$ cat src/core/addr_match_regs.vh
// Constants for the ROM patch address match jump block.
// Assumes register indices are multiplied by four to form AXI byte addresses.
`ifndef ADDR_MATCH_REGS_VH
`define ADDR_MATCH_REGS_VH

// Register indices, one byte-wide register per aligned 32-bit word
`define IDX_SET0_LOW 16'hff70
`define IDX_SET0_HIGH 16'hff71
`define IDX_SET1_LOW 16'hff72
`define IDX_SET1_HIGH 16'hff73
`define IDX_SET2_LOW 16'hff74
`define IDX_SET2_HIGH 16'hff75
`define IDX_SET3_LOW 16'hff76
`define IDX_SET3_HIGH 16'hff77
`define IDX_CTRL 16'hff78
`define IDX_STATUS 16'hff79

// Widths and set count
`define ADDR_W 18
`define IDX_W 16
`define NUM_SETS 4

// Reset values
`define RST_MATCH_BYTE 8'h00
`define RST_CTRL 8'h01

// Fixed indirect vector locations per set
`define VEC_SET0 8'h2a
`define VEC_SET1 8'h2c
`define VEC_SET2 8'h2e
`define VEC_SET3 8'h30

// Control register fields
`define CTRL_ENABLE_BIT 0

// Status register fields
`define STAT_ENABLED_LSB 0
`define STAT_LAST_SET_LSB 4
`define STAT_HIT_BIT 6
`define STAT_EXT_MODE_BIT 7

// AXI responses
`define RESP_OKAY 2'h0
`define RESP_SLVERR 2'h2

`endif

$ cat src/core/axil_byte_slave.v
// AXI4-Lite slave front end that turns bus transfers into byte register strobes.
// Assumes one clock, synchronous active-low reset, and a decoder that answers
// whether an index is mapped in the same cycle.
`timescale 1ns/1ps
`default_nettype none
`include "addr_match_regs.vh"

module axil_byte_slave (
    // Clock and reset
    input wire aclk,
    input wire aresetn,
    // Write address channel
    input wire [`ADDR_W-1:0] awaddr,
    input wire awvalid,
    output wire awready,
    // Write data channel
    input wire [31:0] wdata,
    input wire [3:0] wstrb,
    input wire wvalid,
    output wire wready,
    // Write response channel
    output reg [1:0] bresp,
    output reg bvalid,
    input wire bready,
    // Read address channel
    input wire [`ADDR_W-1:0] araddr,
    input wire arvalid,
    output wire arready,
    // Read data channel
    output reg [31:0] rdata,
    output reg [1:0] rresp,
    output reg rvalid,
    input wire rready,
    // Register side
    output wire wr_en,
    output wire [`IDX_W-1:0] wr_index,
    output wire [7:0] wr_data,
    input wire wr_mapped,
    output wire [`IDX_W-1:0] rd_index,
    input wire [7:0] rd_data,
    input wire rd_mapped
);

reg aw_held_ff;
reg w_held_ff;
reg [`IDX_W-1:0] aw_index_ff;
reg [7:0] w_byte_ff;
reg w_lane_ff;

// Address and data are taken independently, in either order
assign awready = !aw_held_ff && !bvalid;
assign wready = !w_held_ff && !bvalid;
assign wr_en = aw_held_ff && w_held_ff && !bvalid && w_lane_ff;
assign wr_index = aw_index_ff;
assign wr_data = w_byte_ff;
assign arready = !rvalid;
assign rd_index = araddr[`ADDR_W-1:2];

// Write path: hold both halves, store, then answer
always @(posedge aclk) begin
    if (!aresetn) begin
        aw_held_ff <= 1'b0;
        w_held_ff <= 1'b0;
        aw_index_ff <= 16'h0000;
        w_byte_ff <= 8'h00;
        w_lane_ff <= 1'b0;
        bvalid <= 1'b0;
        bresp <= `RESP_OKAY;
    end else begin
        if (awvalid && awready) begin
            aw_held_ff <= 1'b1;
            aw_index_ff <= awaddr[`ADDR_W-1:2];
        end
        if (wvalid && wready) begin
            w_held_ff <= 1'b1;
            w_byte_ff <= wdata[7:0];
            w_lane_ff <= wstrb[0];  // Upper lanes hold nothing
        end
        if (aw_held_ff && w_held_ff && !bvalid) begin
            aw_held_ff <= 1'b0;
            w_held_ff <= 1'b0;
            bvalid <= 1'b1;
            bresp <= wr_mapped ? `RESP_OKAY : `RESP_SLVERR;
        end else if (bvalid && bready) begin
            bvalid <= 1'b0;
        end
    end
end

// Read path: data captured when the address is taken
always @(posedge aclk) begin
    if (!aresetn) begin
        rvalid <= 1'b0;
        rdata <= 32'h00000000;
        rresp <= `RESP_OKAY;
    end else if (arvalid && arready) begin
        rvalid <= 1'b1;
        rdata <= {24'h000000, rd_mapped ? rd_data : 8'h00};
        rresp <= rd_mapped ? `RESP_OKAY : `RESP_SLVERR;
    end else if (rvalid && rready) begin
        rvalid <= 1'b0;
    end
end

endmodule
`default_nettype wire

$ cat src/core/match_compare.v
// Four-way comparator of an opcode fetch address against the match values.
// Assumes match values arrive packed, set 0 in the low 16 bits.
`timescale 1ns/1ps
`default_nettype none
`include "addr_match_regs.vh"

module match_compare (
    // Programmed values
    input wire [16*`NUM_SETS-1:0] match_values,
    // Fetch address
    input wire [15:0] fetch_addr,
    // Results
    output wire [`NUM_SETS-1:0] set_enabled,
    output wire [`NUM_SETS-1:0] set_hit,
    output reg [1:0] first_set,
    output wire any_hit
);

genvar gi;
generate
    for (gi = 0; gi < `NUM_SETS; gi = gi + 1) begin : g_set
        // All-zero value means the set is off
        assign set_enabled[gi] = |match_values[16*gi+15:16*gi];
        // Plain equality; no check of what byte lies there
        assign set_hit[gi] = set_enabled[gi] &&
            (match_values[16*gi+15:16*gi] == fetch_addr);
    end
endgenerate

assign any_hit = |set_hit;

// Lowest numbered hit wins
always @* begin
    if (set_hit[0])
        first_set = 2'h0;
    else if (set_hit[1])
        first_set = 2'h1;
    else if (set_hit[2])
        first_set = 2'h2;
    else
        first_set = 2'h3;
end

endmodule
`default_nettype wire

$ cat src/core/rom_patch_jump.v
// ROM patch address match jump: four match sets, AXI4-Lite register access,
// and a forced indirect jump request toward the CPU fetch path.
// Assumes the core presents each opcode fetch address with a one-cycle
// qualifier and accepts the jump request one cycle later.
//
// Contract
// - Four 16-bit match registers, low byte at the even index, high at the odd, set 0 lowest.
// - Set 3 sits in the last pair, sets 1 and 2 in ascending order between.
// - An opcode fetch from a set's match address forces an indirect jump through its vector.
// - Vectors are fixed: set 0 at 2a, set 1 at 2c, set 2 at 2e, set 3 at 30.
// - A set whose match value is zero is disabled and never jumps.
// - Reset clears all four match values, so every set starts disabled.
// - No check is made of what kind of byte the matched address holds.
// - No forced jump is issued in external processor mode.
// - The vector is a logical address in the current bank; the bank never changes.
`timescale 1ns/1ps
`default_nettype none
`include "addr_match_regs.vh"

module rom_patch_jump (
    // Clock and reset
    input wire aclk,
    input wire aresetn,

    // AXI4-Lite write address
    input wire [`ADDR_W-1:0] s_axi_awaddr,
    input wire s_axi_awvalid,
    output wire s_axi_awready,

    // AXI4-Lite write data
    input wire [31:0] s_axi_wdata,
    input wire [3:0] s_axi_wstrb,
    input wire s_axi_wvalid,
    output wire s_axi_wready,

    // AXI4-Lite write response
    output wire [1:0] s_axi_bresp,
    output wire s_axi_bvalid,
    input wire s_axi_bready,

    // AXI4-Lite read address
    input wire [`ADDR_W-1:0] s_axi_araddr,
    input wire s_axi_arvalid,
    output wire s_axi_arready,

    // AXI4-Lite read data
    output wire [31:0] s_axi_rdata,
    output wire [1:0] s_axi_rresp,
    output wire s_axi_rvalid,
    input wire s_axi_rready,

    // Chip mode
    input wire external_processor_mode,

    // CPU fetch path
    input wire [15:0] fetch_addr,
    input wire [7:0] fetch_bank,
    input wire fetch_opcode,

    // Forced jump toward the core
    output wire forced_indirect_jump,
    output wire [7:0] jump_vector,
    output wire [7:0] jump_bank,
    output wire [1:0] jump_set
);

// Bus side strobes
wire wr_en;
wire [`IDX_W-1:0] wr_index;
wire [7:0] wr_data;
wire [`IDX_W-1:0] rd_index;
reg [7:0] rd_data;
reg rd_mapped;
reg wr_mapped;

// Match storage, one byte pair per set
reg [7:0] match_low_ff [0:`NUM_SETS-1];
reg [7:0] match_high_ff [0:`NUM_SETS-1];
wire [16*`NUM_SETS-1:0] match_values;

// Control and status
reg [7:0] ctrl_ff;
reg hit_seen_ff;
reg nxt_hit_seen;
reg [1:0] last_set_ff;
reg mode_ext_ff;

// Compare results
wire [`NUM_SETS-1:0] set_enabled;
wire [`NUM_SETS-1:0] set_hit;
wire [1:0] first_set;
wire any_hit;

// Fetch stage outputs
reg jump_req_ff;
reg [7:0] vector_ff;
reg [7:0] bank_ff;
reg [1:0] set_ff;
wire jump_now;

// Register bus front end
axil_byte_slave u_bus (
    .aclk(aclk),
    .aresetn(aresetn),
    .awaddr(s_axi_awaddr),
    .awvalid(s_axi_awvalid),
    .awready(s_axi_awready),
    .wdata(s_axi_wdata),
    .wstrb(s_axi_wstrb),
    .wvalid(s_axi_wvalid),
    .wready(s_axi_wready),
    .bresp(s_axi_bresp),
    .bvalid(s_axi_bvalid),
    .bready(s_axi_bready),
    .araddr(s_axi_araddr),
    .arvalid(s_axi_arvalid),
    .arready(s_axi_arready),
    .rdata(s_axi_rdata),
    .rresp(s_axi_rresp),
    .rvalid(s_axi_rvalid),
    .rready(s_axi_rready),
    .wr_en(wr_en),
    .wr_index(wr_index),
    .wr_data(wr_data),
    .wr_mapped(wr_mapped),
    .rd_index(rd_index),
    .rd_data(rd_data),
    .rd_mapped(rd_mapped)
);

// Comparator bank
match_compare u_cmp (
    .match_values(match_values),
    .fetch_addr(fetch_addr),
    .set_enabled(set_enabled),
    .set_hit(set_hit),
    .first_set(first_set),
    .any_hit(any_hit)
);

// Fixed vector per set, never programmable
function [7:0] set_vector;
    input [1:0] set_num;
    begin
        case (set_num)
            2'h0: set_vector = `VEC_SET0;
            2'h1: set_vector = `VEC_SET1;
            2'h2: set_vector = `VEC_SET2;
            2'h3: set_vector = `VEC_SET3;
            default: set_vector = `VEC_SET0;
        endcase
    end
endfunction

// Per-set storage; the even index is the low byte
genvar gi;
generate
    for (gi = 0; gi < `NUM_SETS; gi = gi + 1) begin : g_store
        wire [`IDX_W-1:0] low_idx;
        wire [`IDX_W-1:0] high_idx;
        wire [31:0] low_sum;
        wire [31:0] high_sum;
        // Pairs rise from set 0 to set 3; integer sums cut back to index width
        assign low_sum = `IDX_SET0_LOW + (gi * 2);
        assign high_sum = `IDX_SET0_HIGH + (gi * 2);
        assign low_idx = low_sum[`IDX_W-1:0];
        assign high_idx = high_sum[`IDX_W-1:0];
        assign match_values[16*gi+15:16*gi] = {match_high_ff[gi], match_low_ff[gi]};

        always @(posedge aclk) begin
            if (!aresetn) begin
                match_low_ff[gi] <= `RST_MATCH_BYTE;
                match_high_ff[gi] <= `RST_MATCH_BYTE;
            end else if (wr_en) begin
                // Bytes are written one at a time; a half-written pair can
                // match briefly, so software should patch with the set off
                if (wr_index == low_idx)
                    match_low_ff[gi] <= wr_data;
                if (wr_index == high_idx)
                    match_high_ff[gi] <= wr_data;
            end
        end
    end
endgenerate

// Write address decode
always @* begin
    case (wr_index)
        `IDX_SET0_LOW, `IDX_SET0_HIGH,
        `IDX_SET1_LOW, `IDX_SET1_HIGH,
        `IDX_SET2_LOW, `IDX_SET2_HIGH,
        `IDX_SET3_LOW, `IDX_SET3_HIGH,
        `IDX_CTRL, `IDX_STATUS: wr_mapped = 1'b1;
        default: wr_mapped = 1'b0;
    endcase
end

// Read mux; reserved bits of the control byte read zero
always @* begin
    rd_mapped = 1'b1;
    case (rd_index)
        `IDX_SET0_LOW: rd_data = match_low_ff[0];
        `IDX_SET0_HIGH: rd_data = match_high_ff[0];
        `IDX_SET1_LOW: rd_data = match_low_ff[1];
        `IDX_SET1_HIGH: rd_data = match_high_ff[1];
        `IDX_SET2_LOW: rd_data = match_low_ff[2];
        `IDX_SET2_HIGH: rd_data = match_high_ff[2];
        `IDX_SET3_LOW: rd_data = match_low_ff[3];
        `IDX_SET3_HIGH: rd_data = match_high_ff[3];
        `IDX_CTRL: rd_data = {7'h00, ctrl_ff[`CTRL_ENABLE_BIT]};
        `IDX_STATUS: rd_data = {mode_ext_ff, hit_seen_ff, last_set_ff, set_enabled};
        default: begin
            rd_data = 8'h00;
            rd_mapped = 1'b0;
        end
    endcase
end

// Control register: global enable, set at reset so the sets alone decide
always @(posedge aclk) begin
    if (!aresetn)
        ctrl_ff <= `RST_CTRL;
    else if (wr_en && wr_index == `IDX_CTRL)
        ctrl_ff <= {7'h00, wr_data[`CTRL_ENABLE_BIT]};
end

// Mode is a strap level; sampled each cycle, not caught in reset
always @(posedge aclk) begin
    if (!aresetn)
        mode_ext_ff <= 1'b0;
    else
        mode_ext_ff <= external_processor_mode;
end

// No jump while the core runs from outside memory
assign jump_now = fetch_opcode && any_hit && !external_processor_mode &&
    ctrl_ff[`CTRL_ENABLE_BIT];

// Sticky hit flag; a new hit beats a clear in the same cycle
always @* begin
    nxt_hit_seen = hit_seen_ff;
    if (wr_en && wr_index == `IDX_STATUS && wr_data[`STAT_HIT_BIT])
        nxt_hit_seen = 1'b0;
    if (jump_now)
        nxt_hit_seen = 1'b1;
end

// Status bookkeeping
always @(posedge aclk) begin
    if (!aresetn) begin
        hit_seen_ff <= 1'b0;
        last_set_ff <= 2'h0;
    end else begin
        hit_seen_ff <= nxt_hit_seen;
        if (jump_now)
            last_set_ff <= first_set;
    end
end

// Jump request, one cycle after the matching fetch
always @(posedge aclk) begin
    if (!aresetn) begin
        jump_req_ff <= 1'b0;
        vector_ff <= 8'h00;
        bank_ff <= 8'h00;
        set_ff <= 2'h0;
    end else begin
        jump_req_ff <= jump_now;
        if (jump_now) begin
            vector_ff <= set_vector(first_set);
            // Current bank passes through untouched
            bank_ff <= fetch_bank;
            set_ff <= first_set;
        end
    end
end

// Outputs toward the core
assign forced_indirect_jump = jump_req_ff;
assign jump_vector = vector_ff;
assign jump_bank = bank_ff;
assign jump_set = set_ff;

endmodule
`default_nettype wire

$ cat config.mk
export PLATFORM = sky130hd
export DESIGN_NAME = rom_patch_jump
export DESIGN_NICKNAME = d
export VERILOG_FILES = /design/src/core/axil_byte_slave.v /design/src/core/match_compare.v /design/src/core/rom_patch_jump.v
export VERILOG_INCLUDE_DIRS = /design/src /design/src/core
export SDC_FILE = /design/constraint.sdc
export NUM_CORES = 1
export LEC_CHECK = 0
export BUFFER_PORTS_ARGS = -buffer_cell sky130_fd_sc_hd__buf_2
export CORE_MARGIN = 2
export CORE_UTILIZATION = 30
export DETAILED_ROUTE_END_ITERATION = 12
export HOLD_SLACK_MARGIN = 0.02
export PLACE_DENSITY = 0.53
export SYNTH_ARGS = -nofsm -noshare
export SYNTH_HDL_FRONTEND = slang
export SYNTH_SLANG_ARGS = --single-unit
$ cat constraint.sdc
create_clock -name aclk -period 4.9 [get_ports aclk]
set_clock_uncertainty 0.1 [all_clocks]
set_input_delay 0.49 -clock aclk [delete_from_list [all_inputs] [get_ports aclk]]
set_output_delay 0.49 -clock aclk [all_outputs]
set_load 0.02 [all_outputs]
==> metrics.md <==
| Metric | Value |
|---|---|
| First-pass GRT wire length | about 28000 um |
| Reg-to-Reg End | match_high_ff[2][7] |
| DR WL met3 | about 900 um |
| Vias in the first global route | around 4800 |
| Placed wire-length estimate | 14400 um |
| Mean Syn Cell Area | 9.58 sq um |
| Worst vdd ir | between 0.15 and 0.2 mV |
| Synth Area in XOR/XNOR | 8.70% |
| Max Clock Freq | approximately 0.34 GHz |
| Global placer's final weighted congestion | approximately 0.90 |
| WL met2 | 8640 um |
| GR Overflow Total | 0 |
| Largest net degree at the start of global routing | 44 |
| Diodes inserted | 0 |
| Post-synth top area share | between 20 and 30% |
| CTS clk-pin slew, worst paths | ~60 ps |
| Post-route ant nets | 0 |
| Drt drc | 0 |
| Worst Path Max Fanout | 8 |
| Clock buffer depth | 2 |
| Post-Route M1 WL | approximately 9000 um |
| CP required | between 4000 and 5000 ps |
| Clock network latency to the later pin of the worst-skew pair | ~420 ps |
| Die height | between 150 and 200 um |
| Setup TNS Final | 0 ps |
| Yosys reg bits | around 120 |
| Max Slew Vio Count | 0 |
| Synth top area cells | edfxtp_1 (30%), dfxtp_1 (18%), and2_1 (6.7%) |
| Pwr dens | around 340 mW/mm^2 |
| Final hold viol count | 0 |
| Worst slew pin tran | ~1300 ps |
| Mux cell area share after synthesis | under 10% |
| Via/cell ratio | 4.98 |
| Final Critical Period | approximately 2900 ps |
| Layout cells sized above 1 | a little under a fifth |
| Yosys Warn Count | 0 |
| Starting DRT DRC Count | 403 |
| Cell area after synthesis | 0.00644 sq mm |
| Clock H-tree levels | 4 |
| Antenna violations before repair | 0 |
| Starting Density | 30.6% |
| Setup slack, reg-to-reg | 1970 ps |
| Unrepaired setup endpoints after global routing | false |
| Worst hold stages | 2 |
| FF-to-FF path depth | 4 |
| Post-synth EDFFs | 64 |
| Seq/Total Area, Yosys | 47.9% |
| Final hold slack | 162 ps |
| Ys async rst share | 0% |
| Post-synthesis simple-gate area fraction | between 20% and 30% |
| TritonCTS clock tree | built |
| Crit path arrival time | about 2900 ps |
| Hold Path Class | input pin to register |
| Die Wd | around 150 um |
| Port Buffers | around 100 |
| Slew margin rel. | 13.9% |
| Worst Setup SP | u_bus.aw_held_ff |
| Hold-fix buffers at CTS | 0 |
| Reg-to-reg startpoint | u_bus.aw_held_ff |
| DRT Wirelength | ~19000 um |
| Largest family of logic cells by synthesized area | simple AND/OR/NAND/NOR gates |
| HP Start | s_axi_rready |
| Tcrit/Tclk final | about three fifths |
| Hold Path End | u_bus.rvalid |
| TritonRoute pass-1 iters | 6 |
| Finish-stage setup viols | 0 |
| Nets@finish | slightly below 900 |
| Synth Area in Compound Gates | between 10% and 20% |
| WL per Instance | 18.0 um |
| Post-CTS setup buffers | 0 |
| Leakage | ~3 nW |
| CORE AREA | about 0.021 sq mm |
| Top FF cell, synth | edfxtp_1 |
| Via count | roughly 5300 |
| CTS resizes | 0 |
| Layout area overhead | 19.6% |
| Mapped Cells | between 600 and 700 |
| # IOs | about 170 |
| GRT Total Usage | between 10% and 20% |
| Synth cell types | 52 |
| CP endpoint kind | register |
| Crit path launch type | register |
| Adder-Cell Fraction of Synth Area | 0.389% |
| Synth area leader | edfxtp_1 |
| Critical path class | register to register |
| Die area | approximately 0.023 sq mm |
| Top sig layer | met4 |
| TritonCTS buffer count | 17 |
| Status | completed |
| Max cap viols | 0 |
| Row Count | 53 |
| Root buf cell | clkbuf_16 |
| Clock sinks | ~120 |
power breakdown:
part	internal, W	switching [W]	total [W]
clock network	0.000748	0.000487	0.00124
logic	0.0000813	0.000147	0.000228
registers	0.00111	0.0000500	0.00116
synth_stat cells (3+ instances only):
| cell type | number |
|---|---|
| o22ai_1 | 5 |
| nand4b_1 | 3 |
| nor2b_1 | 3 |
| and3_1 | 3 |
| a31oi_1 | 3 |
| mux2i_1 | 15 |
| buf_2 | 4 |
| and2_1 | 69 |
| nor4_1 | 29 |
| edfxtp_1 | 64 |
| inv_1 | 4 |
| buf_4 | 30 |
| nand3b_1 | 4 |
| nand2_1 | 78 |
| dfxtp_1 | 58 |
| xor2_1 | 32 |
| o21ai_0 | 36 |
| a211oi_1 | 4 |
| nor2_1 | 38 |
| a22oi_1 | 9 |
| nand4_1 | 23 |
| xnor2_1 | 32 |
| o21ai_1 | 3 |
| a22o_1 | 3 |
| clkbuf_1 | 16 |
| a21oi_1 | 42 |
| nor3_1 | 11 |
| nand3_1 | 20 |
worst max-delay path, cell delays in order, from the launching register on:
cell and delay, ps:
dfxtp_1 340, inv_1 60, nor3_1 670, nand3_1 310
o21ai_0 1060
flip-flops by register name (all words and copies together), names as in the netlist, 2 cells and up:
name,cells
jump_vector,5
match_low_ff,32
u_bus.rdata,8
u_bus.wr_data,8
jump_bank,8
jump_set,2
u_bus.wr_index,16
match_high_ff,32
stage by stage:
step                      total power [W]  instances  setup slack (ps)  area (sq um)  utilization [%]
after detailed placement          0.00141       1029              1980          7110             33.8
after CTS                         0.00264       1061              1960          7700             36.7
final                             0.00262       1061              1970          7700             36.7
after global routing              0.00272       1061              1640          7700             36.7
after global placement            0.00141       1029              1990          7110             33.8
after floorplan                   0.00132        700              2560          6550                -
how the worst max path moves through the flow:
stage / endpoint / slack (ps) / cells after the start
2_1_floorplan: match_low_ff[0][0] / 2560 / 3
3_3_place_gp: match_low_ff[2][0] / 1990 / 4
3_5_place_dp: match_high_ff[2][3] / 1980 / 3
4_1_cts: match_low_ff[2][5] / 1960 / 4
5_1_grt: match_low_ff[2][5] / 1640 / 3
6_report: match_high_ff[2][7] / 1970 / 4
cell usage in the layout, fill, tap and decap left out, types with 15 or more instances in the layout:
| cell | count |
|---|---|
| o21ai_0 | 36 |
| dfxtp_1 | 58 |
| mux2i_1 | 15 |
| nor2_1 | 38 |
| clkbuf_16 | 20 |
| and2_1 | 69 |
| xnor2_1 | 32 |
| nand4_1 | 23 |
| conb_1 | 29 |
| edfxtp_1 | 64 |
| nor4_1 | 29 |
| a21oi_1 | 42 |
| nand2_1 | 78 |
| buf_2 | 104 |
| xor2_1 | 32 |
| nand3_1 | 20 |
kinds of logic after synthesis:
logic type,count (synthesis)
and+or+nand+nor,289
other,1
adders and majority gates,2
buffers and inverters,56
AOI/OAI and AO/OA,121
muxes,17
xor gates and xnor gates,64
DFF,122
area by class of cell:
class,count,area [sq um]
multi-input combinational,522,3130
fill,2127,13300
tap,275,344
sequential,122,3080
inverter,5,18.8
clock buffer,20,500
clock inverter,12,96.3
timing repair buffer,105,528
per-layer routing:
layer  vias to the layer above  global-route usage [%]
met5                         -                       0
met4                         0                    7.88
met3                        47                    3.15
met2                       178                    26.2
met1                      2482                    23.1
li1                       2572                       -
(Power assumes the default switching activity.)
